**config.mk**
```make
export PLATFORM = sky130hd
export DESIGN_NAME = pdl_top
export DESIGN_NICKNAME = d
export VERILOG_FILES = /design/src/core/pdl_pkg.sv /design/src/core/pdl_pin_if.sv /design/src/core/pdl_top.sv /design/src/core/pdl_pin_drv.sv
export SDC_FILE = /design/constraint.sdc
export NUM_CORES = 1
export LEC_CHECK = 0
export BUFFER_PORTS_ARGS = -buffer_cell sky130_fd_sc_hd__buf_2
export CORE_MARGIN = 2
export CORE_UTILIZATION = 25
export CTS_CLUSTER_DIAMETER = 80
export DETAILED_ROUTE_END_ITERATION = 10
export PLACE_DENSITY = 0.52
export SLEW_MARGIN = 10
export SYNTH_ARGS = -nofsm -noshare
export SYNTH_HDL_FRONTEND = slang
export SYNTH_SLANG_ARGS = --single-unit
```
**constraint.sdc**
```tcl
create_clock -name clk -period 1.7 [get_ports clk]
set_input_delay 0.17 -clock clk [delete_from_list [all_inputs] [get_ports clk]]
set_output_delay 0.17 -clock clk [all_outputs]
set_load 0.02 [all_outputs]
```
**src/core/pdl_pkg.sv**
```systemverilog
// Package of constants for the port data latch block
//
// Functional notes
// Each port register holds eight latch bits; bit n steers pin n.
// Writes reach pins via crossbar routing; peripheral-claimed pins ignore the latch.
// Latch 0 drives low; latch 1 drives high, or floats when open-drain.
// Register reads return live pin levels, regardless of crossbar routing.
// Read phase of read-modify-write returns latch contents, not pins.
// External memory interface overrides latch: strobes on port 0 bits 7-5, address on port 2.
package pdl_pkg;
  // ****************************************
  // Register map
  // ****************************************
  localparam logic [7:0] PDL_ADDR_PORT_ZERO = 8'h80;
  localparam logic [7:0] PDL_ADDR_PORT_TWO = 8'ha0;
  localparam logic [7:0] PDL_LATCH_RESET = 8'hff;
  // ****************************************
  // Field positions
  // ****************************************
  localparam int PDL_EMIF_WR_BIT = 7;
  localparam int PDL_EMIF_RD_BIT = 6;
  localparam int PDL_EMIF_ALE_BIT = 5;
  localparam logic [7:0] PDL_EMIF_P0_MASK = 8'he0;
endpackage

```
**src/core/pdl_pin_if.sv**
```systemverilog
// Interface carrying one port's pin signals
`timescale 1ns/1ns
interface pdl_pin_if;
  logic [7:0] latch;
  logic [7:0] route_en;
  logic [7:0] route_val;
  logic [7:0] push_pull;
  logic [7:0] pin_out;
  logic [7:0] pin_oe;
  modport drv (input latch, input route_en, input route_val, input push_pull,
    output pin_out, output pin_oe);
  modport src (output latch, output route_en, output route_val, output push_pull,
    input pin_out, input pin_oe);
endinterface

```
**src/core/pdl_top.sv**
```systemverilog
// Port 0 and port 2 data latches with pin drive and pin readback
`timescale 1ns/1ns
module pdl_top
(
  // Clock and reset
  input wire logic clk,
  input wire logic rst_n,
  // Special register access
  input wire logic [7:0] reg_addr,
  input wire logic reg_wr,
  input wire logic [7:0] reg_wdata,
  input wire logic reg_rd,
  input wire logic reg_rmw,
  output logic [7:0] reg_rdata,
  // Crossbar and drive style
  input wire logic [7:0] crossbar_route_reg_a,
  input wire logic [7:0] crossbar_route_reg_b,
  input wire logic [7:0] crossbar_route_reg_c,
  input wire logic [7:0] crossbar_route_reg_d,
  input wire logic [7:0] p0_periph_en,
  input wire logic [7:0] p0_periph_val,
  input wire logic [7:0] p2_periph_en,
  input wire logic [7:0] p2_periph_val,
  input wire logic [7:0] port_zero_drive_style,
  input wire logic [7:0] port_two_drive_style,
  // External memory interface
  input wire logic emif_p0_en,
  input wire logic emif_wr_n,
  input wire logic emif_rd_n,
  input wire logic emif_ale,
  input wire logic emif_p2_en,
  input wire logic [7:0] emif_addr,
  // Pins
  input wire logic [7:0] p0_pin_in,
  output logic [7:0] p0_pin_out,
  output logic [7:0] p0_pin_oe,
  input wire logic [7:0] p2_pin_in,
  output logic [7:0] p2_pin_out,
  output logic [7:0] p2_pin_oe
);
  // ****************************************
  // Latches
  // ****************************************
  logic [7:0] port_zero_latch_q;
  logic [7:0] port_two_latch_q;
  always_ff @(posedge clk)
  begin
    if (!rst_n)
      port_zero_latch_q <= pdl_pkg::PDL_LATCH_RESET;
    else if (reg_wr && reg_addr == pdl_pkg::PDL_ADDR_PORT_ZERO)
      port_zero_latch_q <= reg_wdata;
  end
  always_ff @(posedge clk)
  begin
    if (!rst_n)
      port_two_latch_q <= pdl_pkg::PDL_LATCH_RESET;
    else if (reg_wr && reg_addr == pdl_pkg::PDL_ADDR_PORT_TWO)
      port_two_latch_q <= reg_wdata;
  end
  // ****************************************
  // Pin synchronisers
  // ****************************************
  logic [7:0] p0_s1_q, p0_s2_q, p0_s3_q, p0_lvl_q;
  logic [7:0] p2_s1_q, p2_s2_q, p2_s3_q, p2_lvl_q;
  always_ff @(posedge clk)
  begin
    if (!rst_n)
    begin
      p0_s1_q <= 8'h00;
      p0_s2_q <= 8'h00;
      p0_s3_q <= 8'h00;
      p2_s1_q <= 8'h00;
      p2_s2_q <= 8'h00;
      p2_s3_q <= 8'h00;
    end
    else
    begin
      p0_s1_q <= p0_pin_in;
      p0_s2_q <= p0_s1_q;
      p0_s3_q <= p0_s2_q;
      p2_s1_q <= p2_pin_in;
      p2_s2_q <= p2_s1_q;
      p2_s3_q <= p2_s2_q;
    end
  end
  always_ff @(posedge clk)
  begin
    if (!rst_n)
    begin
      p0_lvl_q <= 8'h00;
      p2_lvl_q <= 8'h00;
    end
    else
    begin
      for (int i = 0; i < 8; i++)
      begin
        if (p0_s2_q[i] == p0_s3_q[i])
          p0_lvl_q[i] <= p0_s3_q[i];
        if (p2_s2_q[i] == p2_s3_q[i])
          p2_lvl_q[i] <= p2_s3_q[i];
      end
    end
  end
  // ****************************************
  // Read data
  // ****************************************
  logic [7:0] rdata_d;
  always_comb
  begin
    rdata_d = 8'h00;
    if (reg_addr == pdl_pkg::PDL_ADDR_PORT_ZERO)
      rdata_d = reg_rmw ? port_zero_latch_q : p0_lvl_q;
    else if (reg_addr == pdl_pkg::PDL_ADDR_PORT_TWO)
      rdata_d = reg_rmw ? port_two_latch_q : p2_lvl_q;
  end
  always_ff @(posedge clk)
  begin
    if (!rst_n)
      reg_rdata <= 8'h00;
    else if (reg_rd)
      reg_rdata <= rdata_d;
  end
  // ****************************************
  // Routing and pin drive
  // ****************************************
  pdl_pin_if p0 ();
  pdl_pin_if p2 ();
  logic [7:0] emif_p0_val;
  always_comb
  begin
    emif_p0_val = 8'h00;
    emif_p0_val[pdl_pkg::PDL_EMIF_WR_BIT] = emif_wr_n;
    emif_p0_val[pdl_pkg::PDL_EMIF_RD_BIT] = emif_rd_n;
    emif_p0_val[pdl_pkg::PDL_EMIF_ALE_BIT] = emif_ale;
  end
  // Memory interface takes priority over crossbar peripherals
  assign p0.latch = port_zero_latch_q;
  assign p0.route_en = (emif_p0_en ? pdl_pkg::PDL_EMIF_P0_MASK : 8'h00) | p0_periph_en;
  assign p0.route_val = emif_p0_en ? ((emif_p0_val & pdl_pkg::PDL_EMIF_P0_MASK)
    | (p0_periph_val & ~pdl_pkg::PDL_EMIF_P0_MASK)) : p0_periph_val;
  assign p0.push_pull = port_zero_drive_style;
  assign p2.latch = port_two_latch_q;
  assign p2.route_en = emif_p2_en ? 8'hff : p2_periph_en;
  assign p2.route_val = emif_p2_en ? emif_addr : p2_periph_val;
  assign p2.push_pull = port_two_drive_style;
  pdl_pin_drv u_p0 (.pins(p0));
  pdl_pin_drv u_p2 (.pins(p2));
  always_ff @(posedge clk)
  begin
    if (!rst_n)
    begin
      p0_pin_out <= 8'hff;
      p0_pin_oe <= 8'h00;
      p2_pin_out <= 8'hff;
      p2_pin_oe <= 8'h00;
    end
    else
    begin
      p0_pin_out <= p0.pin_out;
      p0_pin_oe <= p0.pin_oe;
      p2_pin_out <= p2.pin_out;
      p2_pin_oe <= p2.pin_oe;
    end
  end
  // ****************************************
  // Checks
  // ****************************************
  AST_WRITE_P0: assert property (@(posedge clk) disable iff (!rst_n)
    reg_wr && reg_addr == pdl_pkg::PDL_ADDR_PORT_ZERO |=> port_zero_latch_q == $past(reg_wdata))
    else $error("port zero latch not written");
  AST_WRITE_P2: assert property (@(posedge clk) disable iff (!rst_n)
    reg_wr && reg_addr == pdl_pkg::PDL_ADDR_PORT_TWO |=> port_two_latch_q == $past(reg_wdata))
    else $error("port two latch not written");
  AST_LOW_DRIVE: assert property (@(posedge clk) disable iff (!rst_n)
    !emif_p2_en && p2_periph_en == 8'h00 && !port_two_latch_q[0]
    |=> p2_pin_oe[0] && !p2_pin_out[0])
    else $error("latch zero does not drive low");
  AST_OPEN_DRAIN: assert property (@(posedge clk) disable iff (!rst_n)
    !emif_p2_en && p2_periph_en == 8'h00 && port_two_latch_q[1] && !port_two_drive_style[1]
    |=> !p2_pin_oe[1])
    else $error("open drain high still driven");
  AST_READ_PIN: assert property (@(posedge clk) disable iff (!rst_n)
    reg_rd && !reg_rmw && reg_addr == pdl_pkg::PDL_ADDR_PORT_TWO |=> reg_rdata == $past(p2_lvl_q))
    else $error("read does not return pins");
  AST_READ_RMW: assert property (@(posedge clk) disable iff (!rst_n)
    reg_rd && reg_rmw && reg_addr == pdl_pkg::PDL_ADDR_PORT_ZERO
    |=> reg_rdata == $past(port_zero_latch_q))
    else $error("rmw read does not return latch");
  AST_EMIF_ADDR: assert property (@(posedge clk) disable iff (!rst_n)
    emif_p2_en |=> p2_pin_out == $past(emif_addr))
    else $error("address not on port two");
  AST_PERIPH: assert property (@(posedge clk) disable iff (!rst_n)
    !emif_p0_en && p0_periph_en[0] |=> p0_pin_out[0] == $past(p0_periph_val[0]))
    else $error("peripheral pin follows latch");
endmodule

```
**src/core/pdl_pin_drv.sv**
```systemverilog
// Pin driver for one eight-bit port
`timescale 1ns/1ns
module pdl_pin_drv
(
  pdl_pin_if.drv pins
);
  logic [7:0] val;
  always_comb
  begin
    for (int i = 0; i < 8; i++)
    begin
      val[i] = pins.route_en[i] ? pins.route_val[i] : pins.latch[i];
      pins.pin_out[i] = val[i];
      pins.pin_oe[i] = !val[i] || pins.push_pull[i];
    end
  end
endmodule

```
=== After elaboration in Yosys (flattened, before gate mapping) ===
Index checks and enable logic that the tools add are counted.

* Output and inout port bits: 40
* Register bits: 120

* Bitwise logic cells: 2
* Mux-type cells: 24
* Reductions and logical operators: 34
* Equality and inequality tests: 18

{| class="wikitable"
|+ Operators by type and width
! cell !! number
|-
| 8-bit 2-to-1 mux || 8
|-
| 1-bit == test || 16
|-
| 8-bit == test (second input constant) || 2
|-
| 1-bit logical NOT || 16
|-
| 1-bit logical OR || 16
|-
| 1-bit 2-to-1 mux || 16
|-
| 8-bit by 5-bit bitwise OR with 8-bit output || 1
|-
| 8-bit bitwise OR || 1
|-
| 1-bit logical AND || 2
|}

=== Logic depth before layout (Yosys ltp) ===
* Depth in word-level cells: 5
* Mapped depth: 4
* Depth with buffers taken out: 3

=== Hierarchy ===
From an unflattened synthesis, not the netlist that was laid out.

* Cells, all modules: 384
* Area, all modules: 4511.8 sq um

{| class="wikitable"
|+ By module, submodules not included
! module !! instances !! area an instance (sq um) !! cells an instance !! sequential area each (sq um)
|-
| pdl_top || 1 || 4131.5 || 352 || 2402.3
|-
| pdl_pin_drv || 2 || 190.2 || 16 || 0.0
|}

=== Worst setup path before layout ===
Ideal clock, no wire load.

* Kind: input -> register
* Start: input reg_rmw
* End: register reg_rdata[0]
* Path slack: 0.553 ns
* Stages on the path: 3
* Buffers on the path: 1
* Arrival time: 1.029 ns
* Required time: 1.583 ns
* Library setup time: 0.117 ns
* Path through: buf_6 -> mux4_1 -> a32o_1

* Longest elaborated chain between the ends: 3
* Elaborated cells between the ends (all ways): 4
* Those cells by class: 4 x mux

{| class="wikitable"
|+ RTL lines
! what !! line !! source
|-
| start: declaration || pdl_top.sv:13 || <nowiki>input wire logic reg_rmw,</nowiki>
|-
| 8-bit 2-to-1 mux || pdl_top.sv:114 || <nowiki>rdata_d = reg_rmw ? port_two_latch_q : p2_lvl_q;</nowiki>
|-
| 8-bit 2-to-1 mux || pdl_top.sv:113 || <nowiki>else if (reg_addr == pdl_pkg::PDL_ADDR_PORT_TWO)</nowiki>
|-
| 8-bit 2-to-1 mux (*) || pdl_top.sv:111 || <nowiki>if (reg_addr == pdl_pkg::PDL_ADDR_PORT_ZERO)</nowiki>
|-
| end signal: assignment || pdl_top.sv:121 || <nowiki>reg_rdata <= rdata_d;</nowiki>
|-
| end: declaration || pdl_top.sv:14 || <nowiki>output logic [7:0] reg_rdata,</nowiki>
|}

Every way passes the cells marked *; elsewhere a longest branch is shown, timed or not.
A chain may end at the register's enable or synchronous reset.

=== Worst setup path after layout ===
* Start: register port_zero_latch_q[5] (netlist: p0.latch[5])
* End: register reg_rdata[5]

* Longest elaborated chain between the ends: 2

{| class="wikitable"
|+ RTL lines
! what !! line !! source
|-
| start: declaration || pdl_top.sv:44 || <nowiki>logic [7:0] port_zero_latch_q;</nowiki>
|-
| start signal: assignment || pdl_top.sv:49 || <nowiki>port_zero_latch_q <= pdl_pkg::PDL_LATCH_RESET;</nowiki>
|-
| start signal: assignment || pdl_top.sv:51 || <nowiki>port_zero_latch_q <= reg_wdata;</nowiki>
|-
| 8-bit 2-to-1 mux || pdl_top.sv:112 || <nowiki>rdata_d = reg_rmw ? port_zero_latch_q : p0_lvl_q;</nowiki>
|-
| 8-bit 2-to-1 mux || pdl_top.sv:111 ||
|}

Every way passes these cells.

==> key figures <==
Global routing
  – Initial antenna violation count: 0
  – Total GRT Usage: 0.119
  – Total grt overflow: 0
  – First-pass GRT wire length: 15.9 mm
  – Vias in the first global route: around 3200
  – Largest net degree at the start of global routing: 38

Route
  – DRC: 0
  – Iteration-0 DRC Markers: 141
  – WL/cell: 13.1 um
  – Vias after detailed routing: 3190
  – Post-route ant nets: 0
  – Vias/cell: just over 4
  – Initial DRT Pass Iterations: 4
  – Wirelength, routed: 10.2 mm

Critical path
  – Slowest stage delay, CP: 0.51 ns
  – Startpoint Class: flop
  – Worst setup EP type: flop
  – Worst path required time: 2.00 ns
  – CP Data Arrival Time: 1.48 ns
  – CP Cell Sequence: mux4_1, a32o_1
  – Worst path slowest cell: mux4_1
  – Crit Path Max Fanout: 3
  – Type of the worst setup path: reg2reg
  – CP delay by family, top: multiplexers
  – Buf/Inv on CP: 0

Logic synthesis
  – Sequential area share after synthesis: 0.572
  – Synth unique cells: 22
  – Syn Area/Cell: 11.6 um^2
  – Post-synthesis mux area share: 0.154
  – Top cells by area, synth: dfxtp_1 57%, mux2i_1 7.6%, and2_1 7.2%
  – EDFF count, synth: 0
  – Largest family of logic cells by synthesized area: simple AND/OR/NAND/NOR gates
  – Yosys reg bits: 120
  – Syn Inst Count: 361
  – Syn_nets: 491
  – Most numerous cell in the Yosys netlist: dfxtp_1
  – Synth area leader: dfxtp_1
  – Synth cell count leaders: 120 x dfxtp_1, 48 x and2_1, 42 x nand2_1, 32 x mux2i_1, 24 x nor2b_1
  – Post-synthesis xor/xnor area fraction: 0
  – Synthesis warning total: 0
  – Post-synth top area share: 0.572
  – Post-synth ARST share: 0
  – Top_reg_cell synth: dfxtp_1
  – Post-synthesis adder-cell area fraction: 0
  – Compound-Gate Fraction of Synth Area: 0.0864
  – Simple-Gate Fraction of Synth Area: 0.162
  – Mapped Area: 0.00420 mm^2

Timing
  – Max frequency: 0.849 GHz
  – Crit share post-route: 0.693
  – Final Skew: 0.00413 ns
  – Slew @ Worst Pin: 0.418 ns
  – Unrepaired setup endpoints after global routing: false
  – Hold Vio Cnt, Final: 0
  – Final worst slack: 0.522 ns
  – Setup TNS: 0 ns
  – Setup violators final: 0
  – Slew headroom: 0.719
  – Final hold slack: 0.0163 ns
  – Period minus WS final: approximately 1.2 ns
  – Max-slew violation count: 0

Flow run
  – Max cap viols: 0

Finish
  – FF+latch area: 0.00240 mm^2
  – NumNets Final: 674
  – Diode count: 0
  – Area Overhead vs Synth: 46.8%
  – Area of the multi-input gates: ~0.0017 mm^2
  – Share of cells above drive strength 1: 0.339
  – Fillers: 1645

Clock tree
  – Setup Buffers After CTS: 0
  – CTS Buffer Depth: 2
  – Num CTS Buffers: 17
  – H-tree depth: 4
  – Worst-path clk slew: 0.05 ns
  – TritonCTS clock tree: done
  – Sinks on Clock Net: 120
  – Clk_lat worst skew: a little over 0.4 ns
  – Root Buffer: clkbuf_16

Floorplanning
  – Num rows: 47
  – Core area: 0.0165 mm^2
  – Die Span Y: 134 um
  – Initial Utilization: 0.254
  – Boundary pin count: 170
  – DIE AREA: 0.0178 mm^2
  – DIE WIDTH: 134 um

Placed design
  – Pre-CTS setup slack: 0.362 ns
  – Routability cong.: 0.745
  – IO buf count: 137
  – Post-DP HPWL: 7.66 mm

Power
  – Power Density: 1170 mW/mm^2
  – Pwr Total: 7.24 mW
  – Net Switching: about 1.5 mW
  – Max VDD drop: between 700 and 800 uV
  – Power Internal: 5.73 mW
  – Clock Power Share: 0.521
  – Total leakage power: 2.73 nW
  – Reg power frac: 0.406
  – Logic pwr share: 0.073
  – Switching part of the total power: 0.208

Status
  – Status: complete, no violations

Worst hold path
  – Hold Crit Class: in2reg
==> registers in the layout (all words and copies together) (netlist names) <==
name        cells
p0_pin_out      8
reg_rdata       8
p2_pin_oe       8
p2_s3_q         8
p0_s1_q         8
p2_s2_q         8
p0_lvl_q        8
p0_pin_oe       8
p2_lvl_q        8
p0_s3_q         8
p2.latch        8
p0.latch        8
p2_s1_q         8
p0_s2_q         8
p2_pin_out      8
==> final cells by class <==
type / instances / share of cell area
clock buffers: 21 / 0.0747
clock inverters: 11 / 0.0276
inverters: 1 / 0.000609
multi-input cells: 221 / 0.274
flip-flops and latches: 120 / 0.390
well taps: 220 / 0.0447
repair buffers: 183 / 0.188
==> power groups by stage <==
stage / registers, mW / logic [mW] / clock network [mW]
after global routing: 2.95 / 0.582 / 4.01
final: 2.94 / 0.530 / 3.77
after detailed placement: 3.00 / 0.464 / 0
after global placement: 3.00 / 0.456 / 0
after floorplan: 3.06 / 0.190 / 0
after CTS: 2.94 / 0.538 / 3.88
==> metal layers <==
layer / wire length [um] / up-vias / GRT usage
met5: 0 / - / 0
met4: 123 / 0 / 0.0408
met3: 672 / 13 / 0.0479
met2: 5060 / 99 / 0.202
met1: 4340 / 1468 / 0.135
li1: - / 1610 / -
==> cell families after synthesis <==
logic type / Yosys count
AOI/OAI and AO/OA: 51
buffers and inverters: 20
DFF: 120
muxes: 51
and+or+nand+nor: 119
==> final timing paths <==
| path | start | slack (ns) | to | cells after the start |
|---|---|---|---|---|
| setup / recovery | p0.latch[5] | 0.52 | reg_rdata[5] | 2 |
| hold reg to reg | p2_s1_q[6] | 0.43 | p2_s2_q[6] | 1 |
| setup reg to reg | p0.latch[5] | 0.52 | reg_rdata[5] | 2 |
| hold / removal | emif_ale | 0.02 | p0_pin_out[5] | 3 |
==> tightest hold or removal path, stage by stage <==
cell and delay, ns:
buf_2 0.07, mux2i_1 0.08, nand2_1 0.07
==> through the flow <==
stage,instances,util,instance area [um^2]
global route,777,0.373,6160
finish,777,0.373,6160
floorplan,361,-,4200
CTS,777,0.373,6160
detailed placement,704,0.310,5120
global placement,704,0.310,5120
==> repair_timing <==
| item | 4_1_cts | 5_1_grt |
|---|---|---|
| hold buffers | 41 | 0 |
| hold endpoints to repair | 41 | 0 |
| resized for setup | 0 | 0 |
==> placed cells by master, fill, tap and decap left out, types with 2 or more instances in the layout <==
| cell type | n |
|---|---|
| and2_1 | 48 |
| clkinv_2 | 2 |
| clkinvlp_4 | 3 |
| mux2i_1 | 32 |
| o21a_1 | 11 |
| mux4_1 | 6 |
| nand2_1 | 42 |
| mux4_2 | 2 |
| clkbuf_1 | 2 |
| clkbuf_16 | 17 |
| dfxtp_1 | 120 |
| mux2_2 | 11 |
| bufinv_16 | 4 |
| buf_12 | 2 |
| buf_4 | 4 |
| dlygate4sd3_1 | 41 |
| a32o_1 | 8 |
| o21ai_0 | 16 |
| nor2b_1 | 24 |
| a21boi_0 | 16 |
| buf_2 | 136 |
| clkbuf_8 | 2 |
(Power assumes the default switching activity.)
